`config.mk`:
```
export PLATFORM = sky130hd
export DESIGN_NAME = pss_stall_ctrl
export DESIGN_NICKNAME = d
export VERILOG_FILES = /design/src/rtl/pss_pkg.sv /design/src/rtl/pss_stall_ctrl.sv
export SDC_FILE = /design/constraint.sdc
export NUM_CORES = 1
export LEC_CHECK = 0
export BUFFER_PORTS_ARGS = -buffer_cell sky130_fd_sc_hd__buf_4
export CORE_ASPECT_RATIO = 0.7
export CORE_MARGIN = 2
export CORE_UTILIZATION = 54
export CTS_CLUSTER_SIZE = 10
export DETAILED_ROUTE_END_ITERATION = 7
export HOLD_SLACK_MARGIN = 0.12
export PLACE_DENSITY = 0.89
export SLEW_MARGIN = 0
export SYNTH_ARGS = -nofsm -noshare
export SYNTH_HDL_FRONTEND = slang
export SYNTH_SLANG_ARGS = --single-unit
export TNS_END_PERCENT = 100
```
`constraint.sdc`:
```
create_clock -name ref_clk -period 5.1 [get_ports ref_clk]
set_input_delay 0.255 -clock ref_clk [delete_from_list [all_inputs] [get_ports ref_clk]]
set_output_delay 0.255 -clock ref_clk [all_outputs]
set_load 0.01 [all_outputs]
```
`src/rtl/pss_pkg.sv`:
```
// Package for the port register access stall timing block
//
// Overview of operation
// - Port register operands take longer than others
// - On-chip code and data: baseline only
// - On-chip code, port operand: add 1/2
// - External, no wait, short strobe: 2/4
// - External, one wait, short strobe: 3/6
// - External, one wait, long strobe: 4/8
// - Extra added on mode's baseline count
// - Single-penalty class uses 1,2,3,4 pattern
// - Double-penalty class uses 2,4,6,8 pattern
// - External fetch, wait, long strobe lengthen execution
package pss_pkg;

    // Register byte offsets on the Wishbone slave
    localparam logic [3:0] PSS_CTRL_OFS = 4'h0;
    localparam logic [3:0] PSS_STAT_OFS = 4'h4;
    localparam logic [3:0] PSS_PCNT_OFS = 4'h8;

    // Control register field positions
    localparam int PSS_CTRL_SRC_MODE = 0;
    localparam int PSS_CTRL_EXT_FETCH = 1;
    localparam int PSS_CTRL_WAIT_ONE = 2;
    localparam int PSS_CTRL_ALE_EXT = 3;

    // Status register field positions
    localparam int PSS_STAT_EXTRA_LSB = 0;
    localparam int PSS_STAT_TOTAL_LSB = 8;
    localparam int PSS_STAT_BUSY = 16;

    // Values after reset
    localparam logic [3:0] PSS_CTRL_RST = 4'h0;
    localparam logic [15:0] PSS_PCNT_RST = 16'h0000;

    // Added states for a single penalty, per condition
    localparam logic [3:0] PSS_ADD_ONCHIP = 4'h1;
    localparam logic [3:0] PSS_ADD_EXT_BASE = 4'h2;

    // Shortest instruction, in state times
    localparam logic [4:0] PSS_MIN_STATES = 5'h01;

    // Instruction penalty class from the sequencer
    typedef enum logic [1:0] {
        PSS_PEN_NONE,
        PSS_PEN_SINGLE,
        PSS_PEN_DOUBLE
    } pss_pclass_t;

    // Bus and strobe configuration held in the control register
    typedef struct packed {
        logic ale_ext;
        logic wait_one;
        logic ext_fetch;
        logic src_mode;
    } pss_cfg_t;

    // One instruction handed over by the sequencer
    typedef struct packed {
        logic [3:0] base_bin;
        logic [3:0] base_src;
        pss_pclass_t pclass;
        logic is_sfr;
        logic [7:0] opnd_addr;
    } pss_req_t;

endpackage : pss_pkg

```
`src/rtl/pss_stall_ctrl.sv`:
```
// Stall timing controller for instructions that touch the I/O port registers
`timescale 1ns/1ps
module pss_stall_ctrl #(
    // Special function register addresses of the four port registers (arbitrary)
    parameter logic [7:0] PORT0_ADDR = 8'hC0,
    parameter logic [7:0] PORT1_ADDR = 8'hC1,
    parameter logic [7:0] PORT2_ADDR = 8'hC2,
    parameter logic [7:0] PORT3_ADDR = 8'hC3
) (
    // Clock and reset
    input wire logic ref_clk,
    input wire logic reset_n,
    // Wishbone slave
    input wire logic wb_cyc_i,
    input wire logic wb_stb_i,
    input wire logic wb_we_i,
    input wire logic [3:0] wb_adr_i,
    input wire logic [3:0] wb_sel_i,
    input wire logic [31:0] wb_dat_i,
    output logic [31:0] wb_dat_o,
    output logic wb_ack_o,
    // Instruction sequencer
    input wire logic instr_start,
    input wire pss_pkg::pss_req_t instr_req,
    output logic instr_busy,
    output logic instr_done,
    output logic [4:0] instr_states
);

    // Sequencer state
    typedef enum logic {
        PSS_IDLE,
        PSS_RUN
    } pss_state_t;

    pss_state_t state_q;            // Idle or counting states
    logic [4:0] cnt_q;              // States left in current instruction
    logic [4:0] total_q;            // States of the last instruction
    logic [3:0] extra_q;            // Extra states of the last instruction
    logic [15:0] pcnt_q;            // Instructions that drew a port penalty
    pss_pkg::pss_cfg_t cfg_q;       // Fetch source, wait, strobe, mode
    logic ack_q;                    // Bus acknowledge
    logic [31:0] rdat_q;            // Bus read data
    logic port_hit;                 // Operand is one of the port registers
    logic [3:0] extra_d;            // Extra states for a new instruction
    logic [4:0] base_d;             // Baseline for the current mode
    logic [4:0] total_d;            // Baseline plus extra
    logic take;                     // New instruction accepted
    logic bus_req;                  // Bus cycle awaiting acknowledge

    // Extra states per penalty class and bus setting
    function automatic logic [3:0] pss_extra(input pss_pkg::pss_pclass_t pc,
                                             input pss_pkg::pss_cfg_t cfg);
        logic [3:0] single;
        single = pss_pkg::PSS_ADD_ONCHIP;
        if (cfg.ext_fetch) begin
            single = pss_pkg::PSS_ADD_EXT_BASE + {3'h0, cfg.wait_one} + {3'h0, cfg.ale_ext};
        end
        case (pc)
            pss_pkg::PSS_PEN_SINGLE: pss_extra = single;
            pss_pkg::PSS_PEN_DOUBLE: pss_extra = {single[2:0], 1'b0};
            default: pss_extra = 4'h0;
        endcase
    endfunction : pss_extra

    // Operand address decode against the port registers
    always_comb begin
        port_hit = instr_req.is_sfr &&
                   (instr_req.opnd_addr == PORT0_ADDR || instr_req.opnd_addr == PORT1_ADDR ||
                    instr_req.opnd_addr == PORT2_ADDR || instr_req.opnd_addr == PORT3_ADDR);
    end

    // Stall selection and total state count
    always_comb begin
        base_d = {1'b0, cfg_q.src_mode ? instr_req.base_src : instr_req.base_bin};
        if (base_d < pss_pkg::PSS_MIN_STATES) begin
            base_d = pss_pkg::PSS_MIN_STATES;
        end
        extra_d = port_hit ? pss_extra(instr_req.pclass, cfg_q) : 4'h0;
        total_d = base_d + {1'b0, extra_d};
    end

    // A new instruction is only taken while idle; starts while busy are ignored
    assign take = instr_start && (state_q == PSS_IDLE);
    assign instr_busy = (state_q == PSS_RUN);

    // State counter, one count per state time
    always_ff @(posedge ref_clk or negedge reset_n) begin
        if (!reset_n) begin
            state_q <= PSS_IDLE;
            cnt_q <= 5'h00;
        end else begin
            case (state_q)
                // Load the whole length at acceptance
                PSS_IDLE: begin
                    if (take) begin
                        state_q <= PSS_RUN;
                        cnt_q <= total_d;
                    end
                end
                // Count down, leave after the last state
                PSS_RUN: begin
                    cnt_q <= cnt_q - 5'h01;
                    if (cnt_q == 5'h01) begin
                        state_q <= PSS_IDLE;
                    end
                end
                default: begin
                    state_q <= PSS_IDLE;
                    cnt_q <= 5'h00;
                end
            endcase
        end
    end

    // Completion pulse in the last state of the instruction
    always_ff @(posedge ref_clk or negedge reset_n) begin
        if (!reset_n) begin
            instr_done <= 1'b0;
        end else begin
            instr_done <= (state_q == PSS_RUN) && (cnt_q == 5'h02) ||
                          take && (total_d == 5'h01);
        end
    end

    // Result capture for status and sequencer
    always_ff @(posedge ref_clk or negedge reset_n) begin
        if (!reset_n) begin
            total_q <= 5'h00;
            extra_q <= 4'h0;
        end else if (take) begin
            total_q <= total_d;
            extra_q <= extra_d;
        end
    end
    assign instr_states = total_q;

    // Count of penalised instructions, wraps; cleared by a write to the count offset
    always_ff @(posedge ref_clk or negedge reset_n) begin
        if (!reset_n) begin
            pcnt_q <= pss_pkg::PSS_PCNT_RST;
        end else if (take && (extra_d != 4'h0)) begin
            // Clear and event in the same cycle leave a count of one
            pcnt_q <= (bus_req && wb_we_i && wb_adr_i == pss_pkg::PSS_PCNT_OFS) ?
                      16'h0001 : pcnt_q + 16'h0001;
        end else if (bus_req && wb_we_i && wb_adr_i == pss_pkg::PSS_PCNT_OFS) begin
            pcnt_q <= pss_pkg::PSS_PCNT_RST;
        end
    end

    // Bus request pending while no acknowledge given yet
    assign bus_req = wb_cyc_i && wb_stb_i && !ack_q;

    // Acknowledge one cycle after the strobe, dropped the cycle after
    always_ff @(posedge ref_clk or negedge reset_n) begin
        if (!reset_n) begin
            ack_q <= 1'b0;
        end else begin
            ack_q <= bus_req;
        end
    end
    assign wb_ack_o = ack_q;

    // Control register write; setting changes apply to the next accepted instruction
    always_ff @(posedge ref_clk or negedge reset_n) begin
        if (!reset_n) begin
            cfg_q <= pss_pkg::PSS_CTRL_RST;
        end else if (bus_req && wb_we_i && wb_sel_i[0] &&
                     wb_adr_i == pss_pkg::PSS_CTRL_OFS) begin
            cfg_q <= wb_dat_i[3:0];
        end
    end

    // Read data, registered; unmapped offsets read zero
    always_ff @(posedge ref_clk or negedge reset_n) begin
        if (!reset_n) begin
            rdat_q <= 32'h0000_0000;
        end else if (bus_req) begin
            rdat_q <= 32'h0000_0000;
            case (wb_adr_i)
                pss_pkg::PSS_CTRL_OFS: rdat_q[3:0] <= cfg_q;
                pss_pkg::PSS_STAT_OFS: begin
                    rdat_q[pss_pkg::PSS_STAT_EXTRA_LSB +: 4] <= extra_q;
                    rdat_q[pss_pkg::PSS_STAT_TOTAL_LSB +: 5] <= total_q;
                    rdat_q[pss_pkg::PSS_STAT_BUSY] <= instr_busy;
                end
                pss_pkg::PSS_PCNT_OFS: rdat_q[15:0] <= pcnt_q;
                default: rdat_q <= 32'h0000_0000;
            endcase
        end
    end
    assign wb_dat_o = rdat_q;

endmodule : pss_stall_ctrl

```
**After elaboration in Yosys (flattened, before gate mapping)**

Cells that the tools add are included.
Widths: inputs -> output; s select.

- Memories kept: 0
- Register bits: 54
- Word-level logic and storage cells: 68
- Input port bits: 65
- Bits in latches: 0
- Output and inout port bits: 40
- RAM bits: 0
- ROM bits: 0

- $lt $le $gt $ge: 1
- $mul: 0
- Shifts and indexed selects: 0
- Reduce and logical (&&, ||, !) cells: 19
- Equal/unequal tests: 12
- Multiplexer cells: 18
- Bitwise operators: 1
- Divide/modulo/power cells: 0
- Add/subtract/negate cells: 5

Operators by type and width:

| kind | number |
|---|---|
| $mux 16 | 3 |
| $eq 8x8->1 const B | 4 |
| $mux 4 | 5 |
| $pmux 5 s2 | 2 |
| $add 16x1->16 const B | 1 |
| $pmux 4 s3 | 1 |
| $logic_and 1x1->1 | 11 |
| $eq 5x1->1 const B | 2 |
| $pmux 4 s2 | 1 |
| $add 5x4->5 | 1 |
| $eq 5x2->1 const B | 1 |
| $mux 5 | 1 |
| $sub 5x1->5 const B | 1 |
| $add 3x1->4 | 1 |
| $eq 4x3->1 const B | 1 |
| $eq 4x4->1 const B | 1 |
| $logic_not 4->1 | 1 |
| $logic_or 1x1->1 | 4 |
| $lt 4x1->1 const B | 1 |
| $reduce_bool 4->1 | 1 |
| $add 2x1->3 const A | 1 |
| $mux 1 | 3 |
| $mux 3 | 1 |
| $eq 2x1->1 const B | 1 |
| 6 further kinds | 6 |

**Logic depth before layout (Yosys ltp)**

- Depth after elaboration: 10
- Depth in mapped cells: 10
- Depth with buffers taken out: 10

**Worst setup path after synthesis**

Ideal clock, no wire load.

- Path kind: register to register
- From: reg cfg_q[2] in the netlist's numbering
- To: reg cnt_q[4]
- Period minus slack after synthesis: 2.332 ns
- Cell stages (with the launch flop): 10
- Buffers on the path: 0
- Path slack: 2.768 ns
- Data arrival time: 2.208 ns
- Library setup time: 0.124 ns
- Data required time: 4.976 ns
- Cells stage by stage: dfrtp_1 ha_1 nand2b_1 and3_1 ha_1 fa_1 a21o_1 a21oi_1 nor2_1 a211o_1

- Cells in the longest elaborated chain, start to end: 8

RTL lines:

| what | RTL line | text |
|---|---|---|
| start: declaration | pss_stall_ctrl.sv:41 | `pss_pkg::pss_cfg_t cfg_q;` |
| start signal: assignment | pss_stall_ctrl.sv:167 | `cfg_q <= pss_pkg::PSS_CTRL_RST;` |
| start signal: assignment | pss_stall_ctrl.sv:170 | `cfg_q <= wb_dat_i[3:0];` |
| $add 2x1->3 | pss_stall_ctrl.sv:57 | `single = pss_pkg::PSS_ADD_EXT_BASE + {3'h0, cfg.wait_one} + {3'h0, cfg.ale_ext};` |
| $add 3x1->4 | pss_stall_ctrl.sv:57 |  |
| $mux 4 | pss_stall_ctrl.sv:56 | `if (cfg.ext_fetch) begin` |
| $pmux 4 s2 | pss_stall_ctrl.sv:59 | `case (pc)` |
| $mux 4 | pss_stall_ctrl.sv:79 | `extra_d = port_hit ? pss_extra(instr_req.pclass, cfg_q) : 4'h0;` |
| named net extra_d[0] | pss_stall_ctrl.sv:45 | `logic [3:0] extra_d;` |
| $add 5x4->5 | pss_stall_ctrl.sv:80 | `total_d = base_d + {1'b0, extra_d};` |
| $mux 5 | pss_stall_ctrl.sv:96 | `if (take) begin` |
| $pmux 5 s2 | pss_stall_ctrl.sv:93 | `case (state_q)` |
| end signal: assignment | pss_stall_ctrl.sv:98 | `cnt_q <= total_d;` |
| end signal: assignment | pss_stall_ctrl.sv:103 | `cnt_q <= cnt_q - 5'h01;` |
| end: declaration | pss_stall_ctrl.sv:37 | `logic [4:0] cnt_q;` |

The timed path passes the listed nets, and every way through them passes these cells. The select of a mux whose other input is x is not followed.
A chain may end at the register's enable or synchronous reset.

**Final worst setup path**

Ends and elaborated chain as after synthesis.

==> results by group <==
Synthesis
  – Area leader, netlist: dfrtp_1
  – Post-synth cell types: 48
  – Syn. warnings: 0
  – Synth Register Bits: 54
  – Post-Synthesis Cells: 316
  – Mapped Area: 3090 um2
  – Mean Syn Cell Area: 9.78 um2
  – Top post-synthesis cells by area: dfrtp_1 (44%), nand2_1 (5.6%), mux2_2 (5.1%)
  – Sequential-to-total area share from yosys stat: 0.437
  – Yosys top cell area share: 0.437

Die
  – Initial Utilization: 0.551
  – # rows: 23
  – Die Span X: 94.4 um
  – DIE HEIGHT: 67.3 um
  – Core ar.: between 5000 and 6000 um2
  – I/O pin count: 105
  – Die Footprint: approximately 6400 um2

Clock tree
  – Clk_lat worst skew: 0.31 ns
  – Clk root buf: clkbuf_8
  – CTS buffer count: 5
  – Post_cts resized: 0
  – Hold Buf Count CTS: 1
  – Clock sink count: 54
  – Clock slew at reported path FFs: 0.10 ns
  – CTS tree: built
  – H-tree depth: 2
  – Post-CTS Setup Inserts: 0
  – Clk buf depth: 2

Worst hold path
  – HP Class: in2reg
  – Min-Delay Path Depth: 2

Cells and area
  – Most frequent cells in the layout: buf_4 (57), dfrtp_1 (54), nand2_1 (46), o21ai_0 (21), conb_1 (15)
  – Nets: 440
  – Commonest non-fill, non-tap cell in the layout: buf_4
  – Syn-to-layout area delta: 15.5%
  – Ant diodes: 0
  – Layout cell share with drive strength beyond 1: 0.266

Power and ir drop
  – Gate power share: 0.219
  – Max VDD drop: 150 uV
  – Net load switching power: roughly 0.0003 W
  – Clk pwr share: 0.254
  – Lkg Pwr: roughly 1.7 nW
  – Pwr dens: between 200 and 300 nW/um2
  – Switch share: 0.305
  – P_int: between 0.0006 and 0.0007 W
  – Power share of the sequential group: 0.527

Global routing
  – Initial antenna violation count: 0
  – Vias in the first global route: 2487
  – Largest net degree at the start of global routing: 55
  – Gr usage total: 0.233
  – First-pass GRT wire length: approximately 11000 um
  – GR Overflow Total: 0

Placed design
  – Post-DP HPWL: between 5000 and 6000 um
  – GPL Wtd Cong: 0.902
  – Port Buf Inserts: 56

Job
  – Max-cap viol count: 0

Detailed routing
  – Vias: 2567
  – Iter 0 DRT Violations: 142
  – Via density: 5.85
  – Drt first pass iters: 4
  – Final WL: 7190 um
  – Post-DRT Antenna Nets: 0
  – Wirelength per Cell: 16.4 um
  – DRC: 0

Setup path
  – Startpoint Class: register
  – Critical Path Stages: 9
  – R2r worst-path depth: 9
  – Top cell by count, worst path: ha_1
  – Data arrival, critical path: 2.71 ns
  – Required time of the critical path: 5.30 ns
  – Crit-path cells: ha_1 > nand2b_1 > and3_1 > ha_1 > fa_1 > a21o_1 > a21oi_1 > nor2_1 > a211o_1
  – Maximum fanout along the worst path: 3
  – CP top delay family: adder cells
  – Crit Path Class: reg2reg
  – Worst stage delay on the critical path: 0.41 ns
  – Critical path's slowest cell: dfrtp_1
  – CP Buf/Inv Count: 0
  – Worst setup EP type: register

STA
  – Fmax: 0.397 GHz
  – Final Hold Viols: 0
  – Setup Viol. Count Final: 0
  – Fin. max-slew vios: 0
  – Relative slew slack: 0.278
  – Layout Skew: 0.00728 ns
  – WHS: 0.177 ns
  – TNS Setup: 0 ns
  – Worst-Margin Slew: 1.08 ns
  – RSZ-0062 raised after global routing: no
  – Period Utilization, post-route: 0.494
  – Minimum clock period: 2.52 ns

Status
  – Status: finished, final reports clean
[final cells by class]
cell class,count,area [um2]
tap,75,93.8
fill,479,2040
clock buffer,7,86.3
clock inverter,1,5.00
timing repair buffer,58,438
sequential,54,1350
multi-input combinational,233,1550
inverter,11,41.3
[sequential cells by signal, summed over array words and instances, names as in the netlist]
| name | flops |
|---|---|
| wb_dat_o | 17 |
| pcnt_q | 16 |
| cfg_q | 4 |
| wb_ack_o | 1 |
| instr_done | 1 |
| cnt_q | 5 |
| instr_busy | 1 |
| instr_states | 5 |
| extra_q | 4 |
[routing by layer]
layer,share of wire,up-vias,global-route usage
met4,0.0081,0,0.0779
met1,0.45,1246,0.315
met3,0.079,7,0.0480
met2,0.46,106,0.381
met5,0,-,0
li1,-,1208,-
[logic make-up after synthesis]
logic type	Yosys count	synth area share
buffers and inverters	43	0.0773
other	1	0.00121
xor gates and xnor gates	3	0.00850
muxes	16	0.0575
and+or+nand+nor	110	0.202
adders and majority gates	12	0.0510
DFF	54	0.437
AOI/OAI and AO/OA	77	0.165
[power by group through the flow]
| stage | Sequential (W) | Clock (W) | Combinational (W) |
|---|---|---|---|
| 4_1_cts | 0.000517 | 0.000253 | 0.000218 |
| 2_1_floorplan | 0.000518 | 0 | 0.000137 |
| 3_5_place_dp | 0.000524 | 0 | 0.000218 |
| 3_3_place_gp | 0.000523 | 0 | 0.000206 |
| 5_1_grt | 0.000524 | 0.000268 | 0.000246 |
| 6_report | 0.000517 | 0.000250 | 0.000215 |
[Yosys cell counts, drive strengths merged]
library cell / count
nor4b: 1
a211o: 1
and2: 3
a22oi: 9
clkbuf: 12
nor3: 6
nand4: 5
o211a: 1
o21ai: 21
mux2i: 2
and4b: 4
and3b: 1
nand3: 8
nor2b: 1
a2bb2oi: 1
or4: 12
nor2: 8
nand2: 46
a311oi: 1
a21o: 3
nor4: 1
conb: 1
and3: 4
o211ai: 1
a21oi: 22
xor2: 2
o22ai: 1
or3: 3
nand3b: 1
and4: 2
ha: 11
o31ai: 14
inv: 11
mux2: 14
buf: 20
a22o: 1
fa: 1
xnor2: 1
nand2b: 4
dfrtp: 54
a221o: 1
[path summary, 6_finish.rpt]
| path | slack [ns] | end | startpoint |
|---|---|---|---|
| worst max-delay path | 2.58 | cnt_q[4] | cfg_q[2] |
| worst min-delay path | 0.18 | cfg_q[2] | wb_dat_i[2] |
| worst max register to register | 2.58 | cnt_q[4] | cfg_q[2] |
| worst min register to register | 0.49 | wb_dat_o[1] | wb_dat_o[1] |
| max in group asynchronous | 4.13 | wb_dat_o[10] | reset_n |
| min in group asynchronous | 0.53 | wb_dat_o[3] | reset_n |
[per-stage QoR]
stage | utilization | cell area (um2) | power, W | worst slack [ns] | instances
final | 0.636 | 3570 | 0.000982 | 2.58 | 439
after global routing | 0.636 | 3570 | 0.00104 | 2.45 | 439
after CTS | 0.636 | 3570 | 0.000987 | 2.59 | 439
after detailed placement | 0.618 | 3470 | 0.000742 | 2.41 | 430
after global placement | 0.618 | 3470 | 0.000729 | 2.45 | 430
after floorplan | - | 3140 | 0.000656 | 2.77 | 330
[worst reg2reg max path: stages (launching register included)]
cell and delay (ns):
dfrtp_1 0.41, ha_1 0.29, nand2b_1 0.15, and3_1 0.21, ha_1 0.23, fa_1 0.41, a21o_1 0.17, a21oi_1 0.16
nor2_1 0.10, a211o_1 0.27
Note: power is estimated with default switching activity, not from simulation.
